===== src/logic/psc_pkg.sv =====
// constants, register map and carrier types of the system control bank
// assumes one 125 MHz clock and a synchronous active-high reset
package psc_pkg;

	// clock and timing, times in ns
	localparam int CLK_NS          = 8;
	localparam int SEQ_RST_NS      = 80;
	localparam int SEQ_RECOVER_NS  = 40;
	localparam int BOOT_NS         = 800;
	localparam int SEQ_RST_CYC     = (SEQ_RST_NS + CLK_NS - 1) / CLK_NS;
	localparam int SEQ_RECOVER_CYC = (SEQ_RECOVER_NS + CLK_NS - 1) / CLK_NS;
	localparam int BOOT_CYC        = (BOOT_NS + CLK_NS - 1) / CLK_NS;

	// management device and register addresses
	localparam logic [4:0]  MMD_VENDOR    = 5'h1E;
	localparam logic [15:0] ADDR_SFT_PD   = 16'h8812;
	localparam logic [15:0] ADDR_SUBSYS   = 16'h8814;
	localparam logic [15:0] ADDR_MAC_RST  = 16'h8815;
	localparam logic [15:0] ADDR_STATUS   = 16'h8818;
	localparam logic [15:0] ADDR_PMG      = 16'h8819;
	localparam logic [15:0] ADDR_MAC_CFG  = 16'h882B;
	localparam logic [15:0] ADDR_DIAG     = 16'h882C;
	localparam logic [15:0] ADDR_PKG      = 16'h8C22;
	localparam logic [15:0] ADDR_MGMT_CTL = 16'h8C30;

	// field positions
	localparam int BIT_TRIGGER    = 0;
	localparam int BIT_READY      = 0;
	localparam int BIT_PD_STATE   = 1;
	localparam int BIT_RGMII      = 0;
	localparam int BIT_RMII       = 4;
	localparam int BIT_MEDIA      = 8;
	localparam int BIT_CLK_GEN    = 14;
	localparam int BIT_CLK50      = 15;

	// fixed values
	localparam logic [15:0] DIAG_UPPER    = 16'h0002;
	localparam logic [5:0]  PKG_CODE      = 6'h02;
	localparam logic [15:0] READ_ZERO     = 16'h0000;

	// one management access, taken in the cycle valid is high
	typedef struct packed {
		logic        valid;
		logic        write;
		logic [4:0]  dev_addr;
		logic [15:0] reg_addr;
		logic [15:0] wdata;
	} psc_mgmt_req_type;

	// answer one cycle after the access
	typedef struct packed {
		logic        valid;
		logic [15:0] rdata;
	} psc_mgmt_rsp_type;

	// strapping pin levels
	typedef struct packed {
		logic clk50;
		logic clk_gen;
		logic media_conv;
		logic rmii;
		logic rgmii;
		logic powerdown;
	} psc_strap_type;

	// mac interface mode flags
	typedef struct packed {
		logic clk50;
		logic clk_gen;
		logic media_conv;
		logic rmii;
		logic rgmii;
	} psc_mac_mode_type;

endpackage


===== src/logic/psc_reset_seq.sv =====
// managed reset sequencer: a reset pulse, a recovery wait, then a done cycle
// assumes start stays high until done has been seen
`timescale 1ns/1ps
module psc_reset_seq #(
	parameter int RST_CYC     = psc_pkg::SEQ_RST_CYC,
	parameter int RECOVER_CYC = psc_pkg::SEQ_RECOVER_CYC
) (
	// clock and reset
	input  wire logic mclk,
	input  wire logic sys_rst,
	// request and result
	input  wire logic start,
	output logic      rst_out_reg,
	output logic      done
);
	import psc_pkg::*;

	typedef enum logic [1:0] {S_IDLE, S_ASSERT, S_RECOVER, S_DONE} psc_seq_state_type;

	psc_seq_state_type state_reg;
	logic [15:0]       cnt_reg;

	// state walk with one counter shared by both timed phases
	always_ff @(posedge mclk) begin
		if (sys_rst) begin
			state_reg <= S_IDLE;
			cnt_reg   <= 16'h0000;
		end else begin
			unique case (state_reg)
				S_IDLE: begin
					cnt_reg <= 16'h0000;
					if (start) begin
						state_reg <= S_ASSERT;
					end
				end
				S_ASSERT: begin
					cnt_reg <= cnt_reg + 16'h0001;
					if (cnt_reg == 16'(RST_CYC - 1)) begin
						state_reg <= S_RECOVER;
						cnt_reg   <= 16'h0000;
					end
				end
				S_RECOVER: begin
					cnt_reg <= cnt_reg + 16'h0001;
					if (cnt_reg == 16'(RECOVER_CYC - 1)) begin
						state_reg <= S_DONE;
					end
				end
				S_DONE: begin
					state_reg <= S_IDLE;
				end
			endcase
		end
	end

	// reset output follows the assert phase, one cycle late
	always_ff @(posedge mclk) begin
		if (sys_rst) begin
			rst_out_reg <= 1'b0;
		end else begin
			rst_out_reg <= (state_reg == S_ASSERT);
		end
	end

	assign done = (state_reg == S_DONE);
endmodule


===== src/logic/psc_startup.sv =====
// start-up and power-down state tracker
// assumes restart is a level held while the subsystem is being reset
`timescale 1ns/1ps
module psc_startup #(
	parameter int BOOT_CYCLES = psc_pkg::BOOT_CYC
) (
	// clock and reset
	input  wire logic mclk,
	input  wire logic sys_rst,
	// control
	input  wire logic restart,
	input  wire logic powerdown_req,
	// status
	output logic      ready_reg,
	output logic      pd_state_reg
);
	import psc_pkg::*;

	typedef enum logic [1:0] {S_BOOT, S_READY, S_PDOWN} psc_boot_state_type;

	psc_boot_state_type state_reg;
	logic [15:0]        cnt_reg;

	// boot count, then ready; power-down keeps only management alive
	always_ff @(posedge mclk) begin
		if (sys_rst) begin
			state_reg <= S_BOOT;
			cnt_reg   <= 16'h0000;
		end else if (restart) begin
			state_reg <= S_BOOT;
			cnt_reg   <= 16'h0000;
		end else begin
			unique case (state_reg)
				S_BOOT: begin
					cnt_reg <= cnt_reg + 16'h0001;
					if (cnt_reg == 16'(BOOT_CYCLES - 1)) begin
						state_reg <= powerdown_req ? S_PDOWN : S_READY;
					end
				end
				S_READY: begin
					if (powerdown_req) begin
						state_reg <= S_PDOWN;
					end
				end
				S_PDOWN: begin
					cnt_reg <= 16'h0000;
					if (!powerdown_req) begin
						state_reg <= S_BOOT;
					end
				end
			endcase
		end
	end

	// status flags from the state
	always_ff @(posedge mclk) begin
		if (sys_rst) begin
			ready_reg    <= 1'b0;
			pd_state_reg <= 1'b0;
		end else begin
			ready_reg    <= (state_reg == S_READY);
			pd_state_reg <= (state_reg == S_PDOWN);
		end
	end
endmodule


===== src/logic/psc_sys_ctrl.sv =====
// system control and status register bank in the vendor management device
// assumes a Clause 45 access port decoded upstream; straps stable at reset release
// Contract
// - Writing one to the subsystem reset trigger starts a managed subsystem reset and the bit clears itself when it is over.
// - Writing one to the MAC port reset trigger resets only the MAC interface logic and the bit clears itself afterwards.
// - Status bit 1 shows whether the system sits in the software power-down state.
// - Status bit 0 rises only after start-up has finished and reads zero before.
// - Power management bit 0 is read/write, resets to zero, and forces the boot oscillator on.
// - The MAC interface mode bits take their defaults from strapping and software should leave them alone.
// - Configuration bit 8 enables the media converter, which only acts in RMII mode.
// - Bit 15 shows whether the RMII reference clock is 50 MHz or 25 MHz, strapped, for debug.
// - Bit 14 shows whether RMII clock generation is enabled, strapped by default.
// - Diagnostics clock bit 0 is a read/write enable and the register reads 0x0002 after reset.
// - The package register reports code 0x2 in bits 5:0 with the other bits zero.
// - All registers sit in management device 0x1E at their own register addresses.
// - Software power-down bit 0 enters low power while management access stays possible.
`timescale 1ns/1ps
module psc_sys_ctrl #(
	parameter int BOOT_CYCLES = psc_pkg::BOOT_CYC
) (
	// clock and reset
	input  wire logic                      mclk,
	input  wire logic                      sys_rst,
	// management access
	input  wire psc_pkg::psc_mgmt_req_type mgmt_req,
	output psc_pkg::psc_mgmt_rsp_type      mgmt_rsp_reg,
	// strapping pins
	input  wire psc_pkg::psc_strap_type    strap,
	// resets to the rest of the device
	output logic                           subsystem_reset,
	output logic                           mac_port_reset,
	// power, clock and management port control
	output logic                           powerdown_out_reg,
	output logic                           force_boot_oscillator_reg,
	output logic                           diagnostics_clock_enable_reg,
	output logic                           group_address_enable_reg,
	// mac interface mode
	output psc_pkg::psc_mac_mode_type      mac_mode_reg,
	output logic                           media_converter_active_reg,
	// status
	output logic                           system_ready_flag,
	output logic                           powerdown_state_flag
);
	import psc_pkg::*;

	// true when an access of the given kind hits a register of this bank
	function automatic logic hit(input psc_mgmt_req_type r, input logic [15:0] addr,
		input logic wr);
		hit = r.valid && (r.write == wr) && (r.dev_addr == MMD_VENDOR)
			&& (r.reg_addr == addr);
	endfunction

	logic subsys_trigger_reg;
	logic mac_trigger_reg;
	logic software_powerdown_bit_reg;
	logic strap_taken_reg;
	logic subsys_done;
	logic mac_done;
	logic [15:0] rd_next;

	// managed subsystem reset
	psc_reset_seq u_subsys_seq (
		.mclk        (mclk),
		.sys_rst     (sys_rst),
		.start       (subsys_trigger_reg),
		.rst_out_reg (subsystem_reset),
		.done        (subsys_done)
	);

	// managed MAC interface reset
	psc_reset_seq u_mac_seq (
		.mclk        (mclk),
		.sys_rst     (sys_rst),
		.start       (mac_trigger_reg),
		.rst_out_reg (mac_port_reset),
		.done        (mac_done)
	);

	// start-up and power-down tracking, restarted by the subsystem reset
	psc_startup #(
		.BOOT_CYCLES (BOOT_CYCLES)
	) u_startup (
		.mclk          (mclk),
		.sys_rst       (sys_rst),
		.restart       (subsystem_reset),
		.powerdown_req (software_powerdown_bit_reg),
		.ready_reg     (system_ready_flag),
		.pd_state_reg  (powerdown_state_flag)
	);

	// self-clearing subsystem trigger, a new write beats the clear
	always_ff @(posedge mclk) begin
		if (sys_rst) begin
			subsys_trigger_reg <= 1'b0;
		end else if (hit(mgmt_req, ADDR_SUBSYS, 1'b1) && mgmt_req.wdata[BIT_TRIGGER]) begin
			subsys_trigger_reg <= 1'b1;
		end else if (subsys_done) begin
			subsys_trigger_reg <= 1'b0;
		end
	end

	// self-clearing MAC port trigger, a new write beats the clear
	always_ff @(posedge mclk) begin
		if (sys_rst) begin
			mac_trigger_reg <= 1'b0;
		end else if (hit(mgmt_req, ADDR_MAC_RST, 1'b1) && mgmt_req.wdata[BIT_TRIGGER]) begin
			mac_trigger_reg <= 1'b1;
		end else if (mac_done) begin
			mac_trigger_reg <= 1'b0;
		end
	end

	// software power-down bit, default caught from strap after release
	always_ff @(posedge mclk) begin
		if (sys_rst) begin
			software_powerdown_bit_reg <= 1'b0;
		end else if (!strap_taken_reg) begin
			software_powerdown_bit_reg <= strap.powerdown;
		end else if (hit(mgmt_req, ADDR_SFT_PD, 1'b1)) begin
			software_powerdown_bit_reg <= mgmt_req.wdata[0];
		end
	end

	// power-down request driven out to the analog and core domains
	always_ff @(posedge mclk) begin
		if (sys_rst) begin
			powerdown_out_reg <= 1'b0;
		end else begin
			powerdown_out_reg <= software_powerdown_bit_reg;
		end
	end

	// strap capture marker, set on the first edge after release
	always_ff @(posedge mclk) begin
		if (sys_rst) begin
			strap_taken_reg <= 1'b0;
		end else begin
			strap_taken_reg <= 1'b1;
		end
	end

	// mac interface mode flags, loaded from straps, writable afterwards
	always_ff @(posedge mclk) begin
		if (sys_rst) begin
			mac_mode_reg <= '0;
		end else if (!strap_taken_reg) begin
			mac_mode_reg.rgmii      <= strap.rgmii;
			mac_mode_reg.rmii       <= strap.rmii;
			mac_mode_reg.media_conv <= strap.media_conv;
			mac_mode_reg.clk_gen    <= strap.clk_gen;
			mac_mode_reg.clk50      <= strap.clk50;
		end else if (hit(mgmt_req, ADDR_MAC_CFG, 1'b1)) begin
			mac_mode_reg.rgmii      <= mgmt_req.wdata[BIT_RGMII];
			mac_mode_reg.rmii       <= mgmt_req.wdata[BIT_RMII];
			mac_mode_reg.media_conv <= mgmt_req.wdata[BIT_MEDIA];
			mac_mode_reg.clk_gen    <= mgmt_req.wdata[BIT_CLK_GEN];
			mac_mode_reg.clk50      <= mgmt_req.wdata[BIT_CLK50];
		end
	end

	// media converter acts only in plain RMII mode
	always_ff @(posedge mclk) begin
		if (sys_rst) begin
			media_converter_active_reg <= 1'b0;
		end else begin
			media_converter_active_reg <= mac_mode_reg.media_conv && mac_mode_reg.rmii
				&& !mac_mode_reg.rgmii;
		end
	end

	// power management, diagnostics and management port control bits
	always_ff @(posedge mclk) begin
		if (sys_rst) begin
			force_boot_oscillator_reg    <= 1'b0;
			diagnostics_clock_enable_reg <= 1'b0;
			group_address_enable_reg     <= 1'b0;
		end else begin
			if (hit(mgmt_req, ADDR_PMG, 1'b1)) begin
				force_boot_oscillator_reg <= mgmt_req.wdata[0];
			end
			if (hit(mgmt_req, ADDR_DIAG, 1'b1)) begin
				diagnostics_clock_enable_reg <= mgmt_req.wdata[0];
			end
			if (hit(mgmt_req, ADDR_MGMT_CTL, 1'b1)) begin
				group_address_enable_reg <= mgmt_req.wdata[0];
			end
		end
	end

	// read mux, reserved bits fixed, unmapped reads zero
	always_comb begin
		rd_next = READ_ZERO;
		if (mgmt_req.dev_addr == MMD_VENDOR) begin
			unique case (mgmt_req.reg_addr)
				ADDR_SFT_PD:   rd_next = {15'h0000, software_powerdown_bit_reg};
				ADDR_SUBSYS:   rd_next = {15'h0000, subsys_trigger_reg};
				ADDR_MAC_RST:  rd_next = {15'h0000, mac_trigger_reg};
				ADDR_STATUS:   rd_next = {14'h0000, powerdown_state_flag,
					system_ready_flag};
				ADDR_PMG:      rd_next = {15'h0000, force_boot_oscillator_reg};
				ADDR_MAC_CFG:  rd_next = {mac_mode_reg.clk50, mac_mode_reg.clk_gen, 5'h00,
					mac_mode_reg.media_conv, 3'h0, mac_mode_reg.rmii, 3'h0,
					mac_mode_reg.rgmii};
				ADDR_DIAG:     rd_next = DIAG_UPPER | {15'h0000,
					diagnostics_clock_enable_reg};
				ADDR_PKG:      rd_next = {10'h000, PKG_CODE};
				ADDR_MGMT_CTL: rd_next = {15'h0000, group_address_enable_reg};
				default:       rd_next = READ_ZERO;
			endcase
		end
	end

	// answer one cycle after every access, data only for reads
	always_ff @(posedge mclk) begin
		if (sys_rst) begin
			mgmt_rsp_reg <= '0;
		end else begin
			mgmt_rsp_reg.valid <= mgmt_req.valid;
			mgmt_rsp_reg.rdata <= (mgmt_req.valid && !mgmt_req.write) ? rd_next : READ_ZERO;
		end
	end
endmodule


===== config.mk =====
export PLATFORM = sky130hd
export DESIGN_NAME = psc_sys_ctrl
export DESIGN_NICKNAME = d
export VERILOG_FILES = /design/src/logic/psc_pkg.sv /design/src/logic/psc_reset_seq.sv /design/src/logic/psc_startup.sv /design/src/logic/psc_sys_ctrl.sv
export SDC_FILE = /design/constraint.sdc
export NUM_CORES = 1
export LEC_CHECK = 0
export BUFFER_PORTS_ARGS = -buffer_cell sky130_fd_sc_hd__buf_4
export CAP_MARGIN = 10
export CORE_MARGIN = 4
export CORE_UTILIZATION = 55
export CTS_CLUSTER_DIAMETER = 120
export CTS_CLUSTER_SIZE = 10
export DETAILED_ROUTE_END_ITERATION = 10
export GPL_TIMING_DRIVEN = 0
export PLACE_DENSITY = 0.79
export SLEW_MARGIN = 30
export SYNTH_ARGS = -nofsm -noshare
export SYNTH_HDL_FRONTEND = slang
export SYNTH_SLANG_ARGS = --single-unit

===== constraint.sdc =====
create_clock -name mclk -period 2.91 [get_ports mclk]
set_input_delay 0.291 -clock mclk [delete_from_list [all_inputs] [get_ports mclk]]
set_output_delay 0.291 -clock mclk [all_outputs]
set_load 0.01 [all_outputs]

* After elaboration in Yosys (flattened, before gate mapping)
Index checks and enable logic that the tools add are counted.
** Word-level totals
- Bits of input ports :: 47
- Flip-flop bits (word level) :: 89
** Cells by class
- Mux-type cells :: 28
- Add/subtract/negate cells :: 3
- Bitwise operators :: 2
- Equal/unequal tests :: 34
- Reductions and logical operators :: 29
** Operator list (count)
- $eq 16x16->1 const B :: 9
- $pmux 16 s9 :: 1
- $pmux 16 s3 :: 2
- $add 16x1->16 const B :: 3
- $eq 16x3->1 const B :: 2
- $eq 16x4->1 const B :: 2
- $mux 16 :: 2
- $pmux 16 s2 :: 1
- $mux 2 :: 10
- $eq 16x7->1 const B :: 1
- $pmux 2 s4 :: 2
- $logic_and 1x1->1 :: 14
- $ne 2x1->1 const B :: 7
- $eq 2x2->1 const B :: 5
- $mux 5 :: 2
- $reduce_and 3->1 :: 3
- $ne 2x2->1 const B :: 4
- $mux 1 :: 7
- $eq 2x1->1 const B :: 3
- $logic_not 2->1 :: 3
- $pmux 2 s3 :: 1
- $reduce_bool 2->1 :: 3
- $reduce_bool 3->1 :: 2
- $eq 5x5->1 const B :: 1
- other kinds (4) :: 6

* Logic depth before layout (Yosys ltp)
Gate-level depths: netlist of the first run.
- Depth in word-level cells :: 5
- Depth in mapped cells :: 8
- Mapped depth without buffers :: 7

* Hierarchy
From an unflattened synthesis of the first run, not the netlist that was laid out.
** Unflattened totals
- Cell total of the unflattened synthesis :: 517
- Area, all modules :: 4509.3 um2
** By module, submodules not included
- psc_reset_seq :: sequential area each 380.4 um2, cells each 140, times used 2, area an instance 1159.9 um2
- psc_sys_ctrl :: sequential area each 420.4 um2, cells each 131, times used 1, area an instance 1209.9 um2
- psc_startup :: sequential area each 400.4 um2, cells each 106, times used 1, area an instance 979.7 um2

* Least setup slack after synthesis of the first run
Ideal clock, no wire load.
- Path kind :: flip-flop to flip-flop
- Start :: register u_subsys_seq.state_reg[0]
- End :: register u_subsys_seq.cnt_reg[15]
- Required time :: 2788 ps
- Setup time :: 122 ps
- Arrival :: 2077 ps
- Buffers on the path :: 0
- Clock period less this slack :: 2199 ps
- Slack :: 711 ps
- Stages on the path, launching flop included :: 8
- Cell sequence :: dfxtp_1 -> inv_1 -> ha_1 -> or4bb_1 -> nor4_4 -> nor2_2 -> and3_1 -> a311o_1
** On the way
- Word-level cells in the longest chain between the ends :: 2
- Elaborated cells on any way between the ends :: 5
- Classes of those cells :: eq/ne: 2; mux: 1; reduce/logical: 2
** RTL lines
- from (decl) :: line psc_reset_seq.sv:20 : psc_seq_state_type state_reg;
- from (signal assigned) :: line psc_reset_seq.sv:26 : state_reg <= S_IDLE;
- from (signal assigned) :: line psc_reset_seq.sv:33 : state_reg <= S_ASSERT;
- from (signal assigned) :: line psc_reset_seq.sv:39 : state_reg <= S_RECOVER;
- $eq 2x2->1 (tied with other cells) :: line psc_reset_seq.sv:29 : unique case (state_reg)
- $pmux 16 s3 / $reduce_bool 3->1 (equally long branches)
- to (signal assigned) :: line psc_reset_seq.sv:37 : cnt_reg <= cnt_reg + 16'h0001;
- to (signal assigned) :: line psc_reset_seq.sv:44 : cnt_reg <= cnt_reg + 16'h0001;
- to (decl) :: line psc_reset_seq.sv:21 : logic [15:0] cnt_reg;
Parallel ways exist; a longest one is shown, timed or not.
A chain may end at the register's enable or synchronous reset.

* Worst setup path in the final report of the first run
Ends and elaborated chain as after synthesis.

==> impl_metrics.yaml, run 1 <==
worst_setup_path:
  crit_chain: "inv_1, ha_1, or4bb_1, nor4_4, nor2_2, and3_1, a311o_1"
  arrival_ns: 2.79
  cp-end-kind: "register"
  cp_num_buf_inv: 1
  start_kind: "register"
  critPathSlowestCell: "or4bb_1"
  path_max_fanout: 9
  worst-r2r-cell-count: 7
  r2r_slack_ns: 0.36
  crit_type: "register to register"
  crit_required_ns: 3.15
  r2r_end: "u_subsys_seq.cnt_reg[15]"
  cp_slowest_stage_delay_ns: 0.53
  crit_family: "simple AND/OR/NAND/NOR gates"
  r2r-start: "u_subsys_seq.state_reg[0]"
floorplanning:
  die_w_microns: 95.7
  core_sq_um: 7370
  die_h_microns: 95.7
  start_util: 0.574
  die_area_sq_um: 9160
  rows: 31
  io_pins: 78
yosys:
  ys_ff_latch: 79
  yosys_warnings: 0
  synth_async_sr_flop_share: 0
  synth_ff_type: "dfxtp_1"
  synth.distinct_cells: 60
  netlist_area_sq_um: 4230
  synth_cells: 494
  synth_edf_count: 0
  ys_seq_area_frac: 0.374
  avgSynthCellArea_sq_um: 8.56
grt:
  grt_max_degree: 14
  track_usage: 0.220
  grt_pass1_wl_microns: 16400
  met1_usage: 0.276
  antenna_found_initial: 0
  grt-busiest-layer: "met2"
  grtUsageMet3: 0.0430
  grt_use_met2: 0.378
  grt_pass1_vias: 3671
  overflow: 0
pwr:
  power.internal_w: 0.00184
  p_sw_frac: 0.289
  p_seq_frac: 0.462
  p_per_area_nw_per_um2: 517
  clkPwrFrac: 0.343
  max-vdd-ir-drop_uv: 257
  leakage_nw: 1.84
  combPwrFrac: 0.195
  p_switching_w: 0.000750
detailed_routing:
  avgRoutedWirePerCell_microns: 14.6
  vias: 3880
  ant_nets: 0
  drt-total-wl_microns: 9790
  drt-initial-drc-count: 166
  drc: 0
  drt_pass1_iterations: 5
  vias_per_cell: 5.77
timing:
  skew_ns: 0.00951
  hold_ws_ns: 0.108
  fin_tns_setup_ns: 0
  relSlewSlack: 0.490
  max_freq_mhz: 392
  finalHoldViolations: 0
  fin_crit_sh: 0.877
  tightest_slew_ns: 0.759
  setup_viol: 0
  rsz0062_at_grt: "no"
  min_period_ns: 2.55
  slew_violations: 0
clock_tree:
  cts_htree_levels: 3
  cts.clk_slew.worst_paths_ns: 0.08
  clock_tree.buffer_depth: 2
  clk_latency_ns: 0.35
  post_cts_buffers: 0
  clock_sinks: 79
  hold_buffers: 0
  clock-root-buffer: "clkbuf_8"
  cts_buffers: 9
  cts_tree: "built"
  cts-resized-gates: 0
min_path:
  hold_depth: 2
  hp-class: "primary input to register"
  hold_end: "mgmt_rsp_reg[16]"
  hp-start: "sys_rst"
cells_and_area:
  layout.nets: 636
  num_antenna_cells: 0
  drive_above_1_share: 0.164
  layout-area-overhead-vs-synth_pct: 18.5
place:
  numPortBuffers: 55
  dpl.hpwl_microns: 7110
  place_congestion: 0.936
run:
  maxCapViolCount: 0
status:
  status: "finished, final reports clean"
power by group through the flow:
stage                     sequential, W  combinational (W)  clock, W
after CTS                       0.00120           0.000504  0.000898
after global placement          0.00122           0.000469         0
after detailed placement        0.00122           0.000492         0
after floorplan                 0.00122           0.000339         0
after global routing            0.00120           0.000564  0.000949
final                           0.00120           0.000504  0.000888
layout make-up:
cell class	instances	area, sq um
Fill cell	624	2360
Tap cell	99	124
Inverter	18	67.6
Sequential cell	79	1580
Timing Repair Buffer	55	413
Buffer	26	135
Clock buffer	9	124
Clock inverter	6	86.3
Multi-Input combinational cell	380	2480
cell usage in the layout (no fill, tap or decap), types with 10 or more instances in the layout:
cell type,instances
dfxtp_1,79
buf_4,65
nor2_1,53
nand2_1,34
nand3_1,21
nor3_1,20
ha_1,20
nand4_1,19
inv_1,17
clkbuf_1,16
a21oi_1,15
xnor2_1,15
nor4_1,14
nor2b_1,13
o21ai_0,13
mux2i_1,12
xor2_1,12
conb_1,10
through the flow:
step | area, sq um | setup WS [ns] | instances | total power, W | util
after floorplan | 4260 | 0.711 | 503 | 0.00155 | -
after global placement | 4800 | 0.501 | 657 | 0.00169 | 0.651
after detailed placement | 4800 | 0.403 | 657 | 0.00171 | 0.651
after CTS | 5010 | 0.384 | 672 | 0.00260 | 0.680
after global routing | 5010 | 0.191 | 672 | 0.00272 | 0.680
final | 5010 | 0.358 | 672 | 0.00259 | 0.680
synthesized netlist by cell type (all sizes together) (2+ instances only):
| cell | n | area [sq um] |
|---|---|---|
| dfxtp | 79 | 1580 |
| nor2 | 54 | 205 |
| nand2 | 34 | 128 |
| nand3 | 21 | 105 |
| ha | 20 | 250 |
| nor3 | 20 | 100 |
| nand4 | 19 | 119 |
| inv | 17 | 63.8 |
| clkbuf | 16 | 60.1 |
| o21ai | 16 | 83.8 |
| a21oi | 15 | 75.1 |
| nor4 | 15 | 109 |
| xnor2 | 15 | 131 |
| nor2b | 13 | 81.3 |
| mux2i | 12 | 120 |
| xor2 | 12 | 105 |
| buf | 10 | 75.1 |
| and2 | 8 | 50.1 |
| or3 | 8 | 50.1 |
| a211oi | 7 | 52.6 |
| and3 | 7 | 43.8 |
| nand4b | 6 | 52.6 |
| nor4b | 6 | 67.6 |
| or4 | 6 | 52.6 |
| nand3b | 5 | 37.5 |
| o41ai | 5 | 43.8 |
| a31oi | 4 | 25.0 |
| nand2b | 4 | 25.0 |
| nor3b | 4 | 30.0 |
| nor4bb | 3 | 30.0 |
| or2 | 3 | 18.8 |
| or4b | 3 | 30.0 |
| a221oi | 2 | 17.5 |
| a22o | 2 | 17.5 |
| a22oi | 2 | 15.0 |
| a41oi | 2 | 17.5 |
| and4 | 2 | 17.5 |
kinds of logic after synthesis:
kind of cell / share of synthesized area
fa+ha+maj: 0.0592
mux: 0.0284
other cells: 0.000886
simple gates: 0.324
xor+xnor: 0.0559
buf+inv: 0.0479
compound gates: 0.109
flops: 0.374
how the worst max path moves through the flow:
stage | startpoint | to | depth (start not counted)
5_1_grt | u_subsys_seq.state_reg[0] | u_subsys_seq.cnt_reg[15] | 7
6_report | u_subsys_seq.state_reg[0] | u_subsys_seq.cnt_reg[15] | 7
2_1_floorplan | u_subsys_seq.state_reg[0] | u_subsys_seq.cnt_reg[15] | 7
3_3_place_gp | u_subsys_seq.state_reg[0] | u_subsys_seq.cnt_reg[15] | 7
4_1_cts | u_subsys_seq.state_reg[0] | u_subsys_seq.cnt_reg[15] | 7
3_5_place_dp | u_subsys_seq.state_reg[0] | u_subsys_seq.cnt_reg[15] | 7
per-layer routing:
layer | vias up | share of wire | wire, microns
met4 | 0 | 0.011 | 106
met1 | 1810 | 0.45 | 4390
li1 | 1922 | - | -
met5 | - | 0 | 0
met3 | 14 | 0.067 | 652
met2 | 134 | 0.47 | 4640
Power figures use the tool's default switching activity.
==> run 2: changes to the inputs <==
--- a/config.mk
+++ b/config.mk
@@ -7,13 +7,16 @@
 export LEC_CHECK = 0
 export BUFFER_PORTS_ARGS = -buffer_cell sky130_fd_sc_hd__buf_4
 export CAP_MARGIN = 10
+export CELL_PAD_IN_SITES_DETAIL_PLACEMENT = 0
+export CELL_PAD_IN_SITES_GLOBAL_PLACEMENT = 1
 export CORE_MARGIN = 4
-export CORE_UTILIZATION = 55
+export CORE_UTILIZATION = 38
 export CTS_CLUSTER_DIAMETER = 120
 export CTS_CLUSTER_SIZE = 10
 export DETAILED_ROUTE_END_ITERATION = 10
 export GPL_TIMING_DRIVEN = 0
-export PLACE_DENSITY = 0.79
+export PLACE_DENSITY_LB_ADDON = 0.1
+export SETUP_SLACK_MARGIN = 0.4
 export SLEW_MARGIN = 30
 export SYNTH_ARGS = -nofsm -noshare
 export SYNTH_HDL_FRONTEND = slang
==> constraint.sdc (replaced) <==
create_clock -name mclk -period 2.1 [get_ports mclk]
set_input_delay 0.21 -clock mclk [delete_from_list [all_inputs] [get_ports mclk]]
set_output_delay 0.21 -clock mclk [all_outputs]
set_load 0.01 [all_outputs]
==> impl_metrics.yaml, run 2 (synthesized netlist as in run 1, its figures left out) <==
pwr:
  max-vdd-ir-drop_uv: 410
  power.internal_w: 0.00263
  clkPwrFrac: 0.277
  combPwrFrac: 0.293
  leakage_nw: 2.21
  p_switching_w: 0.00126
  p_per_area_nw_per_um2: 652
  p_sw_frac: 0.324
  p_seq_frac: 0.430
clock_tree:
  clk_latency_ns: 0.37
  cts_tree: "built"
  cts.clk_slew.worst_paths_ns: 0.10
  cts_buffers: 9
  clock-root-buffer: "clkbuf_8"
  clock_tree.buffer_depth: 2
  cts_htree_levels: 3
  clock_sinks: 79
worst_setup_path:
  crit_type: "register to register"
  arrival_ns: 2.32
  path_max_fanout: 4
  crit_required_ns: 2.37
  start_kind: "register"
  cp-end-kind: "register"
cells_and_area:
  fin_cells: 763
  drive_above_1_share: 0.393
  mostFrequentLayoutCells: "buf_4 (109), nor2_1 (52), dfxtp_1 (51), nand2_1 (30), nand4_1 (19)"
  layout_commonest_cell: "buf_4"
  layout-area-overhead-vs-synth_pct: 41.2
  postLayoutCoreUtil: 0.549
  layout.nets: 685
  num_antenna_cells: 0
  stdcell_area_sq_um: 5970
timing:
  finalHoldViolations: 0
  hold_ws_ns: 0.115
  relSlewSlack: 0.563
  skew_ns: 0.0105
  setup_viol: 0
  tightest_slew_ns: 0.655
  max_freq_mhz: 487
  fin_crit_sh: 0.979
  rsz0062_at_grt: "yes"
  min_period_ns: 2.05
  slew_violations: 0
place:
  dp.cells: 698
  dpl.hpwl_microns: 7430
  dpl_cell_area_sq_um: 4910
  place_congestion: 0.815
  numPortBuffers: 55
grt:
  grtUsageMet3: 0.0324
  grt_pass1_wl_microns: 18100
  grt_max_degree: 16
  track_usage: 0.170
  met1_usage: 0.219
  grt_pass1_vias: 3887
  antenna_found_initial: 0
  grt-busiest-layer: "met2"
  overflow: 0
  grt_use_met2: 0.276
detailed_routing:
  vias_per_cell: 5.26
  vias: 4016
  drt-total-wl_microns: 11100
  avgRoutedWirePerCell_microns: 14.6
  drc: 0
  drt-initial-drc-count: 195
  drt_pass1_iterations: 4
  ant_nets: 0
min_path:
  hp-class: "primary input to register"
floorplanning:
  die_w_microns: 114
  start_util: 0.389
  core_sq_um: 10900
  die_area_sq_um: 12900
  die_h_microns: 114
  rows: 38
  io_pins: 78
status:
  status: "finished, final reports clean"
run:
  maxCapViolCount: 0
[run 2: cell types whose count changed in the layout (fill, tap and decap cells not counted), moves of 8 or more]
cell / change
buf_4: +44
clkbuf_1: -8
dfxtp_1: -28
dfxtp_2: +18
dfxtp_4: +10
ha_1: -10
nor4_1: -9
[run 2: worst max-delay path, stage by stage, from the launching register on]
cell and delay (ns):
dfxtp_4 0.38, inv_4 0.04, ha_4 0.15, or4bb_4 0.52, nor4_4 0.14, buf_4 0.19
nor2_4 0.05, and3_4 0.17, a311o_1 0.31
[run 2: cell type report]
cell class              count  area [sq um]
multi-input cells         380          2950
fillers                  1023          4910
flip-flops and latches     79          1640
inverters                  18          73.8
well taps                 140           175
plain buffers              26           154
clock buffers               9           124
clock inverters             7          58.8
repair buffers            104           798
[run 2: what timing repair did]
action	in CTS	in global routing
gates resized for setup	64	70
setup endpoints to repair	53	66
cloned	0	0
hold endpoints to repair	1	0
hold buffers	1	0
buffers inserted	31	17
pin swaps	26	43
[run 2: final timing paths]
check	end	slack, ns	depth (start not counted)	start
setup reg to reg	u_subsys_seq.cnt_reg[15]	0.05	8	u_subsys_seq.state_reg[0]
hold reg to reg	mgmt_rsp_reg[15]	0.50	1	mac_mode_reg[4]
setup / recovery	u_subsys_seq.cnt_reg[15]	0.05	8	u_subsys_seq.state_reg[0]
hold / removal	mac_mode_reg[4]	0.11	3	strap[5]
[run 2: metal layers]
metal	up-vias	share of wire
li1	2032	-
met1	1887	0.47
met2	82	0.46
met3	15	0.047
met4	0	0.015
met5	-	0
[run 2: power groups by stage]
stage               sequential (W)  combinational, W  clock, W
floorplan                  0.00169          0.000503         0
global placement           0.00170          0.000706         0
detailed placement         0.00170          0.000720         0
CTS                        0.00167           0.00101   0.00112
global route               0.00168           0.00126   0.00118
finish                     0.00167           0.00114   0.00108
[run 2: stage by stage]
step / power [W] / TNS (ns) / setup WS [ns]
3_5_place_dp: 0.00242 / -3.41 / -0.252
3_3_place_gp: 0.00240 / -2.75 / -0.224
2_1_floorplan: 0.00219 / 0 / 0.00869
5_1_grt: 0.00412 / -0.00131 / -0.00131
4_1_cts: 0.00380 / -0.0845 / -0.0812
6_report: 0.00389 / 0 / 0.0451
==> run 3: changes to the inputs <==
--- a/config.mk
+++ b/config.mk
@@ -20,4 +20,5 @@
 export SLEW_MARGIN = 30
 export SYNTH_ARGS = -nofsm -noshare
 export SYNTH_HDL_FRONTEND = slang
+export SYNTH_HIERARCHICAL = 1
 export SYNTH_SLANG_ARGS = --single-unit
==> impl_metrics.yaml, run 3 <==
status:
  status: "finished, final reports clean"
worst_setup_path:
  crit_type: "register to register"
  worst-r2r-cell-count: 7
  cp-end-kind: "register"
  arrival_ns: 2.01
  cpMostUsedCell: "buf_6"
  crit_chain: "buf_6, nor4_4, nand4_4, a21o_4, buf_6, o21bai_4, nor2_1"
  cp_slowest_stage_delay_ns: 0.35
  r2r-start: "u_mac_seq/cnt_reg[4]"
  crit_required_ns: 2.32
  path_max_fanout: 6
  start_kind: "register"
  r2r_end: "u_mac_seq/cnt_reg[7]"
  r2r_slack_ns: 0.31
  critPathSlowestCell: "nor4_4"
  crit_family: "simple AND/OR/NAND/NOR gates"
  cp_num_buf_inv: 2
timing:
  setup_viol: 0
  finalHoldViolations: 0
  rsz0062_at_grt: "yes"
  setup_slack_ns: 0.307
  max_freq_mhz: 558
  min_period_ns: 1.79
  tightest_slew_ns: 0.549
  skew_ns: 0.00503
  fin_tns_setup_ns: 0
  slew_violations: 0
  fin_crit_sh: 0.854
  hold_ws_ns: 0.149
  relSlewSlack: 0.629
detailed_routing:
  ant_nets: 0
  vias_per_cell: 5.33
  avgRoutedWirePerCell_microns: 15.2
  drt_pass1_iterations: 4
  drt-total-wl_microns: 11900
  drt-initial-drc-count: 249
  vias: 4160
  drc: 0
cells_and_area:
  multi_input_area_sq_um: 3180
  drive_above_1_share: 0.404
  stdcell_area_sq_um: 6430
  mostFrequentLayoutCells: "buf_4 (103), nor2_1 (51), dfxtp_1 (47), nand2_1 (42), nand4_1 (30)"
  num_antenna_cells: 0
  layout.nets: 703
  layout_commonest_cell: "buf_4"
  fill_cells: 1057
  layout-area-overhead-vs-synth_pct: 42.6
  seqCellArea_sq_um: 1650
min_path:
  hold_end: "mgmt_rsp_reg[16]"
  hp-start: "mgmt_req[38]"
  hp-class: "primary input to register"
  hold_depth: 2
yosys:
  netlist_area_sq_um: 4510
  yosysMostFrequentCell: "dfxtp_1"
  synth_ff_type: "dfxtp_1"
  netlist.area_leader.share: 0.351
  yosys-top-cells-area: "dfxtp_1 (35%), ha_1 (6.1%), nor2_1 (4.3%)"
  yosys_warnings: 6
  yosysTopAreaCell: "dfxtp_1"
  synth_async_sr_flop_share: 0
  avgSynthCellArea_sq_um: 8.72
  synth_cells: 517
  synth_edf_count: 0
  synth.distinct_cells: 63
  ys_seq_area_frac: 0.351
  ys_top_cells_by_count: "dfxtp_1 (79), nor2_1 (52), nand2_1 (42), nand4_1 (30), ha_1 (22)"
  ys_ff_latch: 79
grt:
  overflow: 0
  grt_pass1_wl_microns: 18900
  grt_max_degree: 21
  track_usage: 0.171
  grt_pass1_vias: 3957
  antenna_found_initial: 0
clock_tree:
  cts.clk_slew.worst_paths_ns: 0.06
  clock_tree.buffer_depth: 2
  clock_sinks: 79
  clk_latency_ns: 0.33
  hold_buffers: 0
  cts_htree_levels: 3
  cts_buffers: 9
  clock-root-buffer: "clkbuf_16"
  cts_tree: "built"
pwr:
  leakage_nw: 2.50
  max-vdd-ir-drop_uv: 355
  p_per_area_nw_per_um2: 748
floorplanning:
  io_pins: 78
  die_w_microns: 117
  rows: 39
  core_sq_um: 11500
  die_h_microns: 117
  die_area_sq_um: 13700
  start_util: 0.392
run:
  maxCapViolCount: 0
place:
  numPortBuffers: 52
  dpl.hpwl_microns: 7860
  dp_slack_ns: 0.0504
  place_congestion: 0.803
  dpl_cell_area_sq_um: 5140
==> run 3: cell types whose count changed in the layout (fill, tap and decap cells not counted), moves of 5 or more <==
cell       delta
nand3_2       +5
nand3_1       -8
o21ai_0       -5
nand4_1      +11
buf_4         -6
nand2_1      +12
clkbuf_16    +11
nor3_1        -9
clkbuf_8      -7
ha_1          +5
nand3b_1      -5
a31oi_1       +8
==> run 3: layout make-up <==
class / count / share of cell area
Inverter: 20 / 0.0117
Multi-Input combinational cell: 394 / 0.495
Clock inverter: 5 / 0.0126
Timing Repair Buffer: 97 / 0.121
Buffer: 33 / 0.0383
Clock buffer: 10 / 0.0372
Tap cell: 143 / 0.0278
Sequential cell: 79 / 0.256
==> run 3: repair_timing <==
action                     4_1_cts  5_1_grt
pin swaps                       27       51
buffers inserted                21       22
setup endpoints to repair       53       51
cloned                           0        2
hold endpoints to repair         0        0
gates resized for setup         74       82
==> run 3: worst max path at each step <==
stage | startpoint | endpoint | slack [ns] | depth (start not counted)
after floorplan | mgmt_req[22] | mac_mode_reg[0] | 0.33 | 5
after global placement | mgmt_req[22] | mac_mode_reg[0] | 0.07 | 6
after detailed placement | mgmt_req[22] | mac_mode_reg[0] | 0.05 | 6
after CTS | u_startup/cnt_reg[8] | u_startup/state_reg[0] | 0.35 | 5
after global routing | u_startup/cnt_reg[6] | u_startup/state_reg[1] | 0.20 | 4
final | u_mac_seq/cnt_reg[4] | u_mac_seq/cnt_reg[7] | 0.31 | 7
==> run 3: kinds of logic (layout without fill, tap and decap cells) <==
logic type / count (synthesis) / in the layout / synth area share
simple gates: 248 / 248 / 0.330
flops: 79 / 79 / 0.351
compound gates: 72 / 72 / 0.116
buf+inv: 53 / 165 / 0.0555
xor+xnor: 26 / 26 / 0.0505
fa+ha+maj: 22 / 22 / 0.0610
mux: 16 / 16 / 0.0355
other cells: 1 / 10 / 0.000832
==> run 3: layer usage <==
metal | vias to the layer above | global-route usage | wire length, microns
met5 | - | 0 | 0
met4 | 0 | 0.0550 | 146
met3 | 13 | 0.0314 | 598
met2 | 84 | 0.286 | 5640
met1 | 1978 | 0.223 | 5510
li1 | 2085 | - | -
==> run 3: power by group <==
group	internal (W)	switching (W)	total [W]
logic	0.000754	0.000688	0.00144
clock network	0.00107	0.000629	0.00170
registers	0.00158	0.0000860	0.00167
total	0.00341	0.00140	0.00481
==> run 3: worst register-to-register path: stages, from the launching register on <==
cell and delay [ns]:
dfxtp_2 0.31, buf_6 0.12, nor4_4 0.35, nand4_4 0.19, a21o_4 0.30, buf_6 0.13
o21bai_4 0.22, nor2_1 0.07
==> run 3: through the flow <==
stage	cells	utilization	total power [W]
4_1_cts	757	0.512	0.00453
3_5_place_dp	721	0.447	0.00258
5_1_grt	781	0.558	0.00505
2_1_floorplan	526	-	0.00230
3_3_place_gp	721	0.447	0.00256
6_report	781	0.558	0.00481
